[src/common/bsio_pkg.sv]
// Shared constants and types for the bit-serial I/O unit
`default_nettype none
package bsio_pkg;
  localparam int ADDR_W = 15;
  localparam int WORD_W = 16;
  localparam int CNT_W = 5;
  localparam int FIFO_DEPTH = 16;
  localparam int FIFO_PTR_W = 4;
  localparam logic [ADDR_W-1:0] BIT_SPACE_LAST = 15'h7fff;
  localparam int BASE_LSB = 1;
  localparam int BYTE_LEN_MAX = 8;
  localparam int HIGH_BYTE_LSB = 8;
  localparam logic [CNT_W-1:0] FULL_WORD_LEN = 5'h10;
  localparam logic [2:0] SETTLE_CYCLES = 3'h3;
  localparam logic [ADDR_W-1:0] ADDR_RESET = 15'h0000;
  localparam logic [WORD_W-1:0] WORD_RESET = 16'h0000;
  localparam int BLOCK_STEP = 32;

  typedef enum logic [2:0] {
    LOAD_SERIAL_FIELD_OP,
    STORE_SERIAL_FIELD_OP,
    TEST_BIT_OP,
    SET_BIT_ONE_OP,
    SET_BIT_ZERO_OP
  } bsio_op_e;

  typedef enum logic [2:0] {
    ST_IDLE,
    ST_SETUP,
    ST_SETTLE,
    ST_STROBE,
    ST_PUSH
  } bsio_state_e;
endpackage
`default_nettype wire

[src/logic/bsio_unit.sv]
// Bit-serial I/O unit engine with its receive-word FIFO
// Behaviour
// - Input bits and output bits live in their own bit-addressed space of 32768 each, reached in fields of 1 to 16 bits.
// - Every transfer drives its bit address on fifteen address lines, 0 to 32767.
// - The base bit address is the workspace register value shifted right by one, its lowest bit dropped.
// - Single-bit operations add the displacement to the base; field operations use the base alone.
// - The field output operation shifts a 1 to 16 bit pattern out on the serial out pin, stepping the address after each bit.
// - The test operation samples the serial in pin at the addressed bit into the equal flag.
// - A field operation takes its storage word from the first operand and its bit count from the second.
// - Lengths 1 to 8 use only the most significant byte, starting from its least significant bit.
// - Received bits fill the field from its least significant position upward.
// - The bit address increments for each new bit until the count is done.
// - Field input clears unused bits of the byte or word and leaves the other byte untouched on byte transfers.
// - Adding hexadecimal 20 to the register value moves to the next block of sixteen bits.
// - Bit transfers never make memory read or write cycles.
// - Set-to-zero drives a zero and set-to-one a one on the serial out pin at the addressed bit.
// - The single-bit displacement is a signed eight-bit value from -128 to +127.
`timescale 1ns/100ps
`default_nettype none

module bsio_fifo #(
  parameter int WIDTH = 16,
  parameter int DEPTH = 16,
  parameter int PTR_W = 4
) (
  input wire logic clock,
  input wire logic nrst,
  input wire logic inValid,
  output logic inReady,
  input wire logic [WIDTH-1:0] inData,
  output logic outValid,
  input wire logic outReady,
  output logic [WIDTH-1:0] outData
);
  logic [WIDTH-1:0] mem_q [DEPTH];
  logic [WIDTH-1:0] mem_d [DEPTH];
  logic [PTR_W-1:0] wrPtr_q, wrPtr_d, rdPtr_q, rdPtr_d;
  logic [PTR_W:0] count_q, count_d;
  logic notFull_q, notFull_d, notEmpty_q, notEmpty_d;
  logic [WIDTH-1:0] head_q, head_d;
  logic doPush, doPop;

  assign inReady = notFull_q;
  assign outValid = notEmpty_q;
  assign outData = head_q;
  assign doPush = inValid && notFull_q;
  assign doPop = outReady && notEmpty_q;

  always_comb
  begin
    mem_d = mem_q;
    wrPtr_d = wrPtr_q;
    rdPtr_d = rdPtr_q;
    count_d = count_q;
    if (doPush)
    begin
      mem_d[wrPtr_q] = inData;
      wrPtr_d = wrPtr_q + 1'b1;
    end
    if (doPop)
    begin
      rdPtr_d = rdPtr_q + 1'b1;
    end
    if (doPush && !doPop)
    begin
      count_d = count_q + 1'b1;
    end
    else if (doPop && !doPush)
    begin
      count_d = count_q - 1'b1;
    end
    notFull_d = (count_d != (PTR_W+1)'(DEPTH));
    notEmpty_d = (count_d != '0);
    // Head word kept in its own flop so the output is not a read mux
    head_d = mem_d[rdPtr_d];
  end

  always_ff @(posedge clock or negedge nrst)
  begin
    if (!nrst)
    begin
      for (int i = 0; i < DEPTH; i++)
      begin
        mem_q[i] <= '0;
      end
      wrPtr_q <= '0;
      rdPtr_q <= '0;
      count_q <= '0;
      notFull_q <= 1'b1;
      notEmpty_q <= 1'b0;
      head_q <= '0;
    end
    else
    begin
      mem_q <= mem_d;
      wrPtr_q <= wrPtr_d;
      rdPtr_q <= rdPtr_d;
      count_q <= count_d;
      notFull_q <= notFull_d;
      notEmpty_q <= notEmpty_d;
      head_q <= head_d;
    end
  end
endmodule // bsio_fifo

module bsio_unit (
  input wire logic clock,
  input wire logic nrst,
  input wire logic cmdValid,
  output logic cmdReady,
  input wire logic [2:0] cmdOp,
  input wire logic [15:0] cmdBase,
  input wire logic [7:0] cmdDisp,
  input wire logic [3:0] cmdCount,
  input wire logic [15:0] cmdWord,
  output logic [14:0] bitAddr,
  output logic bitStrobe,
  output logic serialOutPin,
  input wire logic serialInPin,
  output logic equalStatusFlag,
  output logic testDone,
  output logic wordValid,
  input wire logic wordReady,
  output logic [15:0] wordOut
);
  bsio_pkg::bsio_state_e state_q, state_d;
  bsio_pkg::bsio_op_e op_q, op_d;
  logic [bsio_pkg::ADDR_W-1:0] addr_q, addr_d;
  logic [bsio_pkg::WORD_W-1:0] src_q, src_d;
  logic [bsio_pkg::WORD_W-1:0] acc_q, acc_d;
  logic [bsio_pkg::CNT_W-1:0] len_q, len_d;
  logic [bsio_pkg::CNT_W-1:0] idx_q, idx_d;
  logic byteMode_q, byteMode_d;
  logic [2:0] wait_q, wait_d;
  logic idle_q, idle_d;
  logic strobe_q, strobe_d;
  logic out_q, out_d;
  logic eq_q, eq_d;
  logic testDone_q, testDone_d;
  logic syncA_q, syncB_q;
  logic [bsio_pkg::ADDR_W-1:0] baseAddr;
  logic [bsio_pkg::ADDR_W-1:0] dispExt;
  logic [bsio_pkg::CNT_W-1:0] cmdLen;
  logic [4:0] bitPos;
  logic [bsio_pkg::WORD_W-1:0] resultWord;
  logic pushReady;

  // Register bit 0 is dropped, so one step of the register value is half a bit
  assign baseAddr = cmdBase[bsio_pkg::WORD_W-1:bsio_pkg::BASE_LSB];
  assign dispExt = {{(bsio_pkg::ADDR_W-8){cmdDisp[7]}}, cmdDisp};
  // A count of zero encodes a full sixteen-bit field
  assign cmdLen = (cmdCount == 4'h0) ? bsio_pkg::FULL_WORD_LEN : {1'b0, cmdCount};
  assign bitPos = byteMode_q ? (idx_q + 5'(bsio_pkg::HIGH_BYTE_LSB)) : idx_q;
  assign resultWord = byteMode_q ? {acc_q[15:8], src_q[7:0]} : acc_q;

  always_comb
  begin
    state_d = state_q;
    op_d = op_q;
    addr_d = addr_q;
    src_d = src_q;
    acc_d = acc_q;
    len_d = len_q;
    idx_d = idx_q;
    byteMode_d = byteMode_q;
    wait_d = wait_q;
    strobe_d = 1'b0;
    out_d = out_q;
    eq_d = eq_q;
    testDone_d = 1'b0;
    case (state_q)
      bsio_pkg::ST_IDLE:
      begin
        if (cmdValid)
        begin
          op_d = bsio_pkg::bsio_op_e'(cmdOp);
          src_d = cmdWord;
          acc_d = bsio_pkg::WORD_RESET;
          idx_d = '0;
          if (cmdOp == bsio_pkg::LOAD_SERIAL_FIELD_OP || cmdOp == bsio_pkg::STORE_SERIAL_FIELD_OP)
          begin
            addr_d = baseAddr;
            len_d = cmdLen;
            byteMode_d = (cmdLen <= 5'(bsio_pkg::BYTE_LEN_MAX));
          end
          else
          begin
            addr_d = baseAddr + dispExt;
            len_d = 5'h01;
            byteMode_d = 1'b0;
          end
          state_d = bsio_pkg::ST_SETUP;
        end
      end
      bsio_pkg::ST_SETUP:
      begin
        // Data is launched one cycle after the address, the strobe follows after settling
        if (op_q == bsio_pkg::LOAD_SERIAL_FIELD_OP)
        begin
          out_d = src_q[bitPos[3:0]];
        end
        else if (op_q == bsio_pkg::SET_BIT_ONE_OP)
        begin
          out_d = 1'b1;
        end
        else if (op_q == bsio_pkg::SET_BIT_ZERO_OP)
        begin
          out_d = 1'b0;
        end
        wait_d = '0;
        state_d = bsio_pkg::ST_SETTLE;
      end
      bsio_pkg::ST_SETTLE:
      begin
        // Covers the two-stage input synchroniser before the sample is trusted
        wait_d = wait_q + 3'h1;
        if (wait_q == bsio_pkg::SETTLE_CYCLES - 3'h1)
        begin
          strobe_d = 1'b1;
          state_d = bsio_pkg::ST_STROBE;
        end
      end
      bsio_pkg::ST_STROBE:
      begin
        if (op_q == bsio_pkg::STORE_SERIAL_FIELD_OP)
        begin
          acc_d[bitPos[3:0]] = syncB_q;
        end
        if (op_q == bsio_pkg::TEST_BIT_OP)
        begin
          eq_d = syncB_q;
          testDone_d = 1'b1;
        end
        if (idx_q + 5'h01 < len_q)
        begin
          idx_d = idx_q + 5'h01;
          addr_d = addr_q + 15'h0001;
          state_d = bsio_pkg::ST_SETUP;
        end
        else if (op_q == bsio_pkg::STORE_SERIAL_FIELD_OP)
        begin
          state_d = bsio_pkg::ST_PUSH;
        end
        else
        begin
          state_d = bsio_pkg::ST_IDLE;
        end
      end
      bsio_pkg::ST_PUSH:
      begin
        // Stalls here while the receive FIFO is full
        if (pushReady)
        begin
          state_d = bsio_pkg::ST_IDLE;
        end
      end
      default:
      begin
        state_d = bsio_pkg::ST_IDLE;
      end
    endcase
    idle_d = (state_d == bsio_pkg::ST_IDLE);
  end

  always_ff @(posedge clock or negedge nrst)
  begin
    if (!nrst)
    begin
      state_q <= bsio_pkg::ST_IDLE;
      op_q <= bsio_pkg::TEST_BIT_OP;
      addr_q <= bsio_pkg::ADDR_RESET;
      src_q <= bsio_pkg::WORD_RESET;
      acc_q <= bsio_pkg::WORD_RESET;
      len_q <= '0;
      idx_q <= '0;
      byteMode_q <= 1'b0;
      wait_q <= '0;
      idle_q <= 1'b1;
      strobe_q <= 1'b0;
      out_q <= 1'b0;
      eq_q <= 1'b0;
      testDone_q <= 1'b0;
      syncA_q <= 1'b0;
      syncB_q <= 1'b0;
    end
    else
    begin
      state_q <= state_d;
      op_q <= op_d;
      addr_q <= addr_d;
      src_q <= src_d;
      acc_q <= acc_d;
      len_q <= len_d;
      idx_q <= idx_d;
      byteMode_q <= byteMode_d;
      wait_q <= wait_d;
      idle_q <= idle_d;
      strobe_q <= strobe_d;
      out_q <= out_d;
      eq_q <= eq_d;
      testDone_q <= testDone_d;
      syncA_q <= serialInPin;
      syncB_q <= syncA_q;
    end
  end

  // Separate bit space: only bit address, strobe and data pins, no memory strobes
  assign cmdReady = idle_q;
  assign bitAddr = addr_q;
  assign bitStrobe = strobe_q;
  assign serialOutPin = out_q;
  assign equalStatusFlag = eq_q;
  assign testDone = testDone_q;

  bsio_fifo #(
    .WIDTH(bsio_pkg::WORD_W),
    .DEPTH(bsio_pkg::FIFO_DEPTH),
    .PTR_W(bsio_pkg::FIFO_PTR_W)
  ) rxFifo (
    .clock(clock),
    .nrst(nrst),
    .inValid(state_q == bsio_pkg::ST_PUSH),
    .inReady(pushReady),
    .inData(resultWord),
    .outValid(wordValid),
    .outReady(wordReady),
    .outData(wordOut)
  );
endmodule // bsio_unit
`default_nettype wire

[config.mk]
export PLATFORM = sky130hd
export DESIGN_NAME = bsio_unit
export DESIGN_NICKNAME = d
export VERILOG_FILES = /design/src/common/bsio_pkg.sv /design/src/logic/bsio_unit.sv
export SDC_FILE = /design/constraint.sdc
export NUM_CORES = 1
export LEC_CHECK = 0
export BUFFER_PORTS_ARGS = -buffer_cell sky130_fd_sc_hd__buf_2
export CORE_MARGIN = 3
export CORE_UTILIZATION = 50
export CTS_BUF_LIST = sky130_fd_sc_hd__clkbuf_8
export DETAILED_ROUTE_END_ITERATION = 8
export HOLD_SLACK_MARGIN = 0.1
export PLACE_DENSITY = 0.64
export SYNTH_ARGS = -nofsm -noshare
export SYNTH_HDL_FRONTEND = slang
export SYNTH_HIERARCHICAL = 1
export SYNTH_SLANG_ARGS = --single-unit
[constraint.sdc]
create_clock -name clock -period 3.1 [get_ports clock]
set_clock_uncertainty 0.2 [all_clocks]
set_input_delay 0.31 -clock clock [delete_from_list [all_inputs] [get_ports clock]]
set_output_delay 0.31 -clock clock [all_outputs]
set_load 0.05 [all_outputs]
== Word level (Yosys, flattened, before mapping) ==
Index checks and enable logic that the tools add are counted.

* Bits in registers: 361
* Bits in latches: 0
* RAM bits: 0
* Bits in read-only memories: 0
* Input port bits: 52
* Output and inout port bits: 37
* Word-level logic and storage cells: 137
* Memories kept: 0

* $add $sub $neg: 9
* Multiply operators: 0
* Div/mod/pow operators: 0
* Magnitude comparators: 7
* Equal/unequal tests: 14
* Shift operators: 0
* Mux-type cells: 44
* Bitwise operators: 2
* Reductions and logical operators: 23

{| class="wikitable"
|+ Operator list
! cell !! number
|-
| $bwmux W256 || 1
|-
| $mux W256 || 1
|-
| $mux W16 || 5
|-
| $bmux W16 S4 || 1
|-
| $demux W16 S4 || 1
|-
| $mux W15 || 3
|-
| $pmux W16 S2 || 1
|-
| $mux W5 || 6
|-
| $pmux W15 S2 || 1
|-
| $bwmux W16 || 1
|-
| $add A15 B1 Y15 const B || 1
|-
| $add A15 B15 Y15 || 1
|-
| $eq A3 B2 Y1 const B || 5
|-
| $mux W3 || 5
|-
| $pmux W3 S5 || 1
|-
| $logic_not A3 Y1 || 4
|-
| $add A5 B1 Y5 const B || 2
|-
| $ge A5 B5 Y1 const B || 2
|-
| $mux W1 || 10
|-
| $not A4 Y5 || 2
|-
| $pmux W5 S2 || 1
|-
| $eq A3 B1 Y1 const B || 3
|-
| $add A4 B1 Y4 const B || 2
|-
| $mux W4 || 2
|-
| other kinds (24) || 37
|}

== Depth between registers and ports, before layout ==
* Word-level depth: 10
* Gate-level depth with buffers: 12
* Gate-level depth less buffers: 10

== Modules after synthesis ==
Netlist, hierarchy kept.

{| class="wikitable"
|+ Modules (own cells, without submodules)
! module !! times used !! cells each !! area each (µm²) !! sequential area each (µm²)
|-
| bsio_fifo || 1 || 1,100 || 13,561.8 || 7,183.1
|-
| bsio_unit || 1 || 525 || 4,620.7 || 1,854.3
|}

== Worst setup path before layout ==
OpenSTA, ideal clock, no wires.

* Kind: register -> register
* Start point: reg idx_q[1] in the netlist's numbering
* End point: reg addr_q (netlist bit bitAddr[10])
* Setup time: 126 ps
* Data arrival time: 2,581 ps
* Data required time: 2,774 ps
* Path slack: 193 ps
* Cell stages (with the launch flop): 13
* Buffers on the path: 2
* Period minus slack after synthesis: 2,907 ps
* Cells stage by stage: dfrtp_1 > ha_1 > clkbuf_1 > xor2_1 > ha_1 > a21o_1 > a31oi_1 > o211ai_4 > and2_1 > buf_6 > a21oi_1 > mux2i_1 > a311o_1

* Word-level cells in the longest chain between the ends: 4

{| class="wikitable"
|+ Ends and longest elaborated chain
! what !! line !! source
|-
| start: declaration || bsio_unit.sv:132 || <nowiki>logic [bsio_pkg::CNT_W-1:0] idx_q, idx_d;</nowiki>
|-
| start signal: assignment || bsio_unit.sv:294 || <nowiki>idx_q <= idx_d;</nowiki>
|-
| $add A5 B1 Y5 || bsio_unit.sv:234 || <nowiki>if (idx_q + 5'h01 < len_q)</nowiki>
|-
| $lt A5 B5 Y1 || bsio_unit.sv:234 ||
|-
| $ne A2 B2 Y1 (no line) || - ||
|-
| $reduce_and A3 Y1 (no line) || - ||
|-
| end signal: assignment || bsio_unit.sv:271 || <nowiki>addr_q <= bsio_pkg::ADDR_RESET;</nowiki>
|-
| end signal: assignment || bsio_unit.sv:290 || <nowiki>addr_q <= addr_d;</nowiki>
|-
| end: declaration || bsio_unit.sv:128 || <nowiki>logic [bsio_pkg::ADDR_W-1:0] addr_q, addr_d;</nowiki>
|}

No other way between the ends.
A chain may end at the register's enable or synchronous reset.

== Worst setup path after layout ==
* Start point: reg rxFifo.rdPtr_q[0]
* End point: reg rxFifo.head_q[7] (netlist: rxFifo/outData[7])

* Word-level cells in the longest chain between the ends: 6

{| class="wikitable"
|+ Ends and longest elaborated chain
! what !! line !! source
|-
| start: declaration || bsio_unit.sv:37 || <nowiki>logic [PTR_W-1:0] wrPtr_q, wrPtr_d, rdPtr_q, rdPtr_d;</nowiki>
|-
| start signal: assignment || bsio_unit.sv:97 || <nowiki>rdPtr_q <= rdPtr_d;</nowiki>
|-
| $add A4 B1 Y4 || bsio_unit.sv:62 || <nowiki>rdPtr_d = rdPtr_q + 1'b1;</nowiki>
|-
| $mux W4 (*) || bsio_unit.sv:60 || <nowiki>if (doPop)</nowiki>
|-
| $not A4 Y5 (not written as such) (*) || bsio_unit.sv:75 || <nowiki>head_d = mem_d[rdPtr_d];</nowiki>
|-
| $bmux W16 S4 (*) || bsio_unit.sv:75 ||
|-
| $mux W16 (not written as such) (*) (2 in series) || bsio_unit.sv:75 ||
|-
| net rxFifo.head_d[7] || bsio_unit.sv:40 || <nowiki>logic [WIDTH-1:0] head_q, head_d;</nowiki>
|-
| end signal: assignment || bsio_unit.sv:91 || <nowiki>head_q <= '0;</nowiki>
|-
| end signal: assignment || bsio_unit.sv:101 || <nowiki>head_q <= head_d;</nowiki>
|-
| end: declaration || bsio_unit.sv:40 ||
|}

The timed path passes the listed nets; every way through them passes the cells marked *. The select of a mux whose other input is x is not followed.

==> out/metrics.yaml <==
power:
  leakage_nw: 10.2
  vdd_ir_drop_max_mv: 0.717
  p_per_area_nw_per_um2: 823
  power_mw: 17.4
route:
  postRouteAntennaNets: 0
  via_per_inst: 5.95
  firstDrtPassIters: 5
  via_count: 13600
  drtIter0Drc: 798
  wl_um: 46700
  drc: 0
  wl_per_cell_um: 20.5
layout:
  area_growth_pct: 16.3
  antennaDiodeCount: 0
  layout_common_cells: "358 x dfrtp_1, 240 x mux2_2, 166 x nand2_1"
  nNetsFinal: 1857
  fillers: 3001
  drive_gt1_frac: 0.306
  fin_cells: 2277
  final_util: 0.592
  final_common_cell: "dfrtp_1"
yosys:
  avgSynthCellArea_um2: 11.2
  synth_fp_nets: 1710
  synth.top_cell.area_share: 0.493
  mappedNetlistArea_um2: 18200
  synthArstFlopShare: 1.00
  synth-seq-cells: 361
  syn_inst: 1625
  ys.warnings.count: 6
  ys_seq_area_frac: 0.497
  post-synth-top-area-cell: "dfrtp_1"
  ys_top_cells_by_area: "dfrtp_1 49%, mux2_2 15%, nand2_1 3.4%, o21ai_0 3.4%, ha_1 2.2%"
  synth-edff-count: 0
  ys.flop_type: "dfrtp_1"
  yosysUniqueCellTypes: 88
flow_run:
  drv_cap: 0
worst_setup_path:
  path_class: "register to register"
  worstPathArrival_ns: 3.17
  critPathMaxFanout: 16
  critPathLaunchType: "register"
  end_kind: "register"
  critPathRequiredTime_ns: 3.36
die:
  initial_core_util: 0.509
  row_count: 69
  die_y_um: 197
  num_io_pins: 89
  core_um2: 35700
  fp.dieW_um: 197
  die_area_um2: 38700
clocking:
  cts_sinks: 361
  clockRootBuffer: "clkbuf_8"
  path_clk_slew_ns: 0.06
  cts_tree: "built"
  cts_made_buffers: 66
  clock_latency_ns: 0.58
  cts_setup_buffers: 0
  clock_path_buffers: 3
  cts-htree-levels: 3
sta:
  setup_viol_count_final: 0
  hold_violations: 0
  min_period_ns: 2.91
  fin_crit_sh: 0.940
  final.setup.tns_ns: 0
  worst_pin_slew_ns: 1.10
  rsz0062_at_grt: "no"
  drv_slew: 0
  timing.fmax_mhz: 343
  max_slew_margin: 0.267
placed_design:
  gp_congestion: 0.842
  portBuffers: 87
  place_hpwl_um: 30600
  place_inst: 2123
global_routing:
  antenna_found_initial: 0
  grt_pass1_vias: 13900
  grt_max_degree: 81
  grtUsageTotal: 0.244
  grt_overflow_total: 0
  grt_pass1_wl_um: 75500
worst_hold_path:
  hp-class: "primary input to async pin"
status:
  status: "finished clean"
[cell families after synthesis]
logic type	after synthesis	share of synthesized area
buffers and inverters	159	0.0400
flip-flops	361	0.497
adder cells (fa/ha/maj)	33	0.0231
multiplexers	274	0.174
XOR/XNOR	27	0.0130
AO/OA/AOI/OAI	408	0.152
AND/OR/NAND/NOR	363	0.101
[state kept, by name, summed over array words and instances (netlist names), 5 cells and up]
register	cells
rxFifo/count_q	5
rxFifo/mem_q	256
acc_q	16
bitAddr	15
src_q	16
len_q	5
rxFifo/outData	16
idx_q	5
[cell usage after synthesis (16+ instances only)]
cell type	number
clkbuf_1	75
mux2_2	240
nand3_1	23
dfrtp_1	358
ha_1	32
o32a_1	16
a221oi_1	17
nand2_1	166
nor2_1	68
inv_1	24
buf_2	36
a22oi_1	18
o21ai_0	123
xnor2_1	21
o211ai_1	29
o22ai_1	35
o311a_1	21
a21oi_1	53
mux2i_1	21
[worst paths after layout]
path	from	to	slack (ns)	cells past startpoint
max in group asynchronous	nrst	rxFifo/mem_q[171]$_DFF_PN0_	1.59	3
worst max-delay path	rxFifo/rdPtr_q[0]$_DFF_PN0_	rxFifo/outData[7]$_DFF_PN0_	0.19	8
worst min-delay path	nrst	rxFifo/mem_q[152]$_DFF_PN0_	0.13	2
worst min register to register	syncA_q$_DFF_PN0_	syncB_q$_DFF_PN0_	0.16	0
min in group clock	syncA_q$_DFF_PN0_	syncB_q$_DFF_PN0_	0.16	0
worst max register to register	rxFifo/rdPtr_q[0]$_DFF_PN0_	rxFifo/outData[7]$_DFF_PN0_	0.19	8
[through the flow]
| stage | setup slack (ns) | area [um^2] | hold WS (ns) |
|---|---|---|---|
| 2_1_floorplan | 0.193 | 18200 | -0.186 |
| 3_3_place_gp | 0.180 | 19400 | 0.136 |
| 3_5_place_dp | 0.138 | 19400 | 0.145 |
| 4_1_cts | 0.113 | 21100 | 0.117 |
| 5_1_grt | 0.0146 | 21100 | 0.152 |
| 6_report | 0.186 | 21100 | 0.133 |
[routing by layer]
layer	part of all wire	vias to the layer above	GRT usage
li1	-	6267	-
met1	0.46	6849	0.344
met2	0.48	361	0.396
met3	0.050	74	0.0414
met4	0.020	0	0.0660
met5	0	-	0
[worst max-delay path: stages, from the launching register on]
cell,delay (ns)
dfrtp_1,0.50
and3b_4,0.30
nor2_8,0.26
inv_6,0.15
buf_4,0.22
nand2_2,0.31
o22ai_1,0.15
o311a_1,0.38
nor4b_2,0.32
[area by class of cell]
type | instances | area [um^2] | share of cell area
clock buffers | 86 | 1180 | 0.0560
clock inverters | 26 | 111 | 0.00527
inverters | 26 | 103 | 0.00485
multi-input cells | 1105 | 8480 | 0.401
flip-flops and latches | 361 | 9040 | 0.427
well taps | 461 | 577 | 0.0273
repair buffers | 212 | 1650 | 0.0781
[power breakdown]
group          switching, mW  total, mW  leakage (nW)  internal [mW]
Clock                   1.95       4.42         0.745           2.47
Combinational           4.67       7.21          4.51           2.54
Sequential             0.494       5.77          4.89           5.28
Total                   7.12       17.4          10.2           10.3
[repair_timing]
item	in CTS	in global routing
endpoints found under the hold margin	328	0
hold buffers	42	0
gates resized for setup	0	5
endpoints found under the setup margin	0	13
No activity file was read; power rests on OpenSTA's default activity.
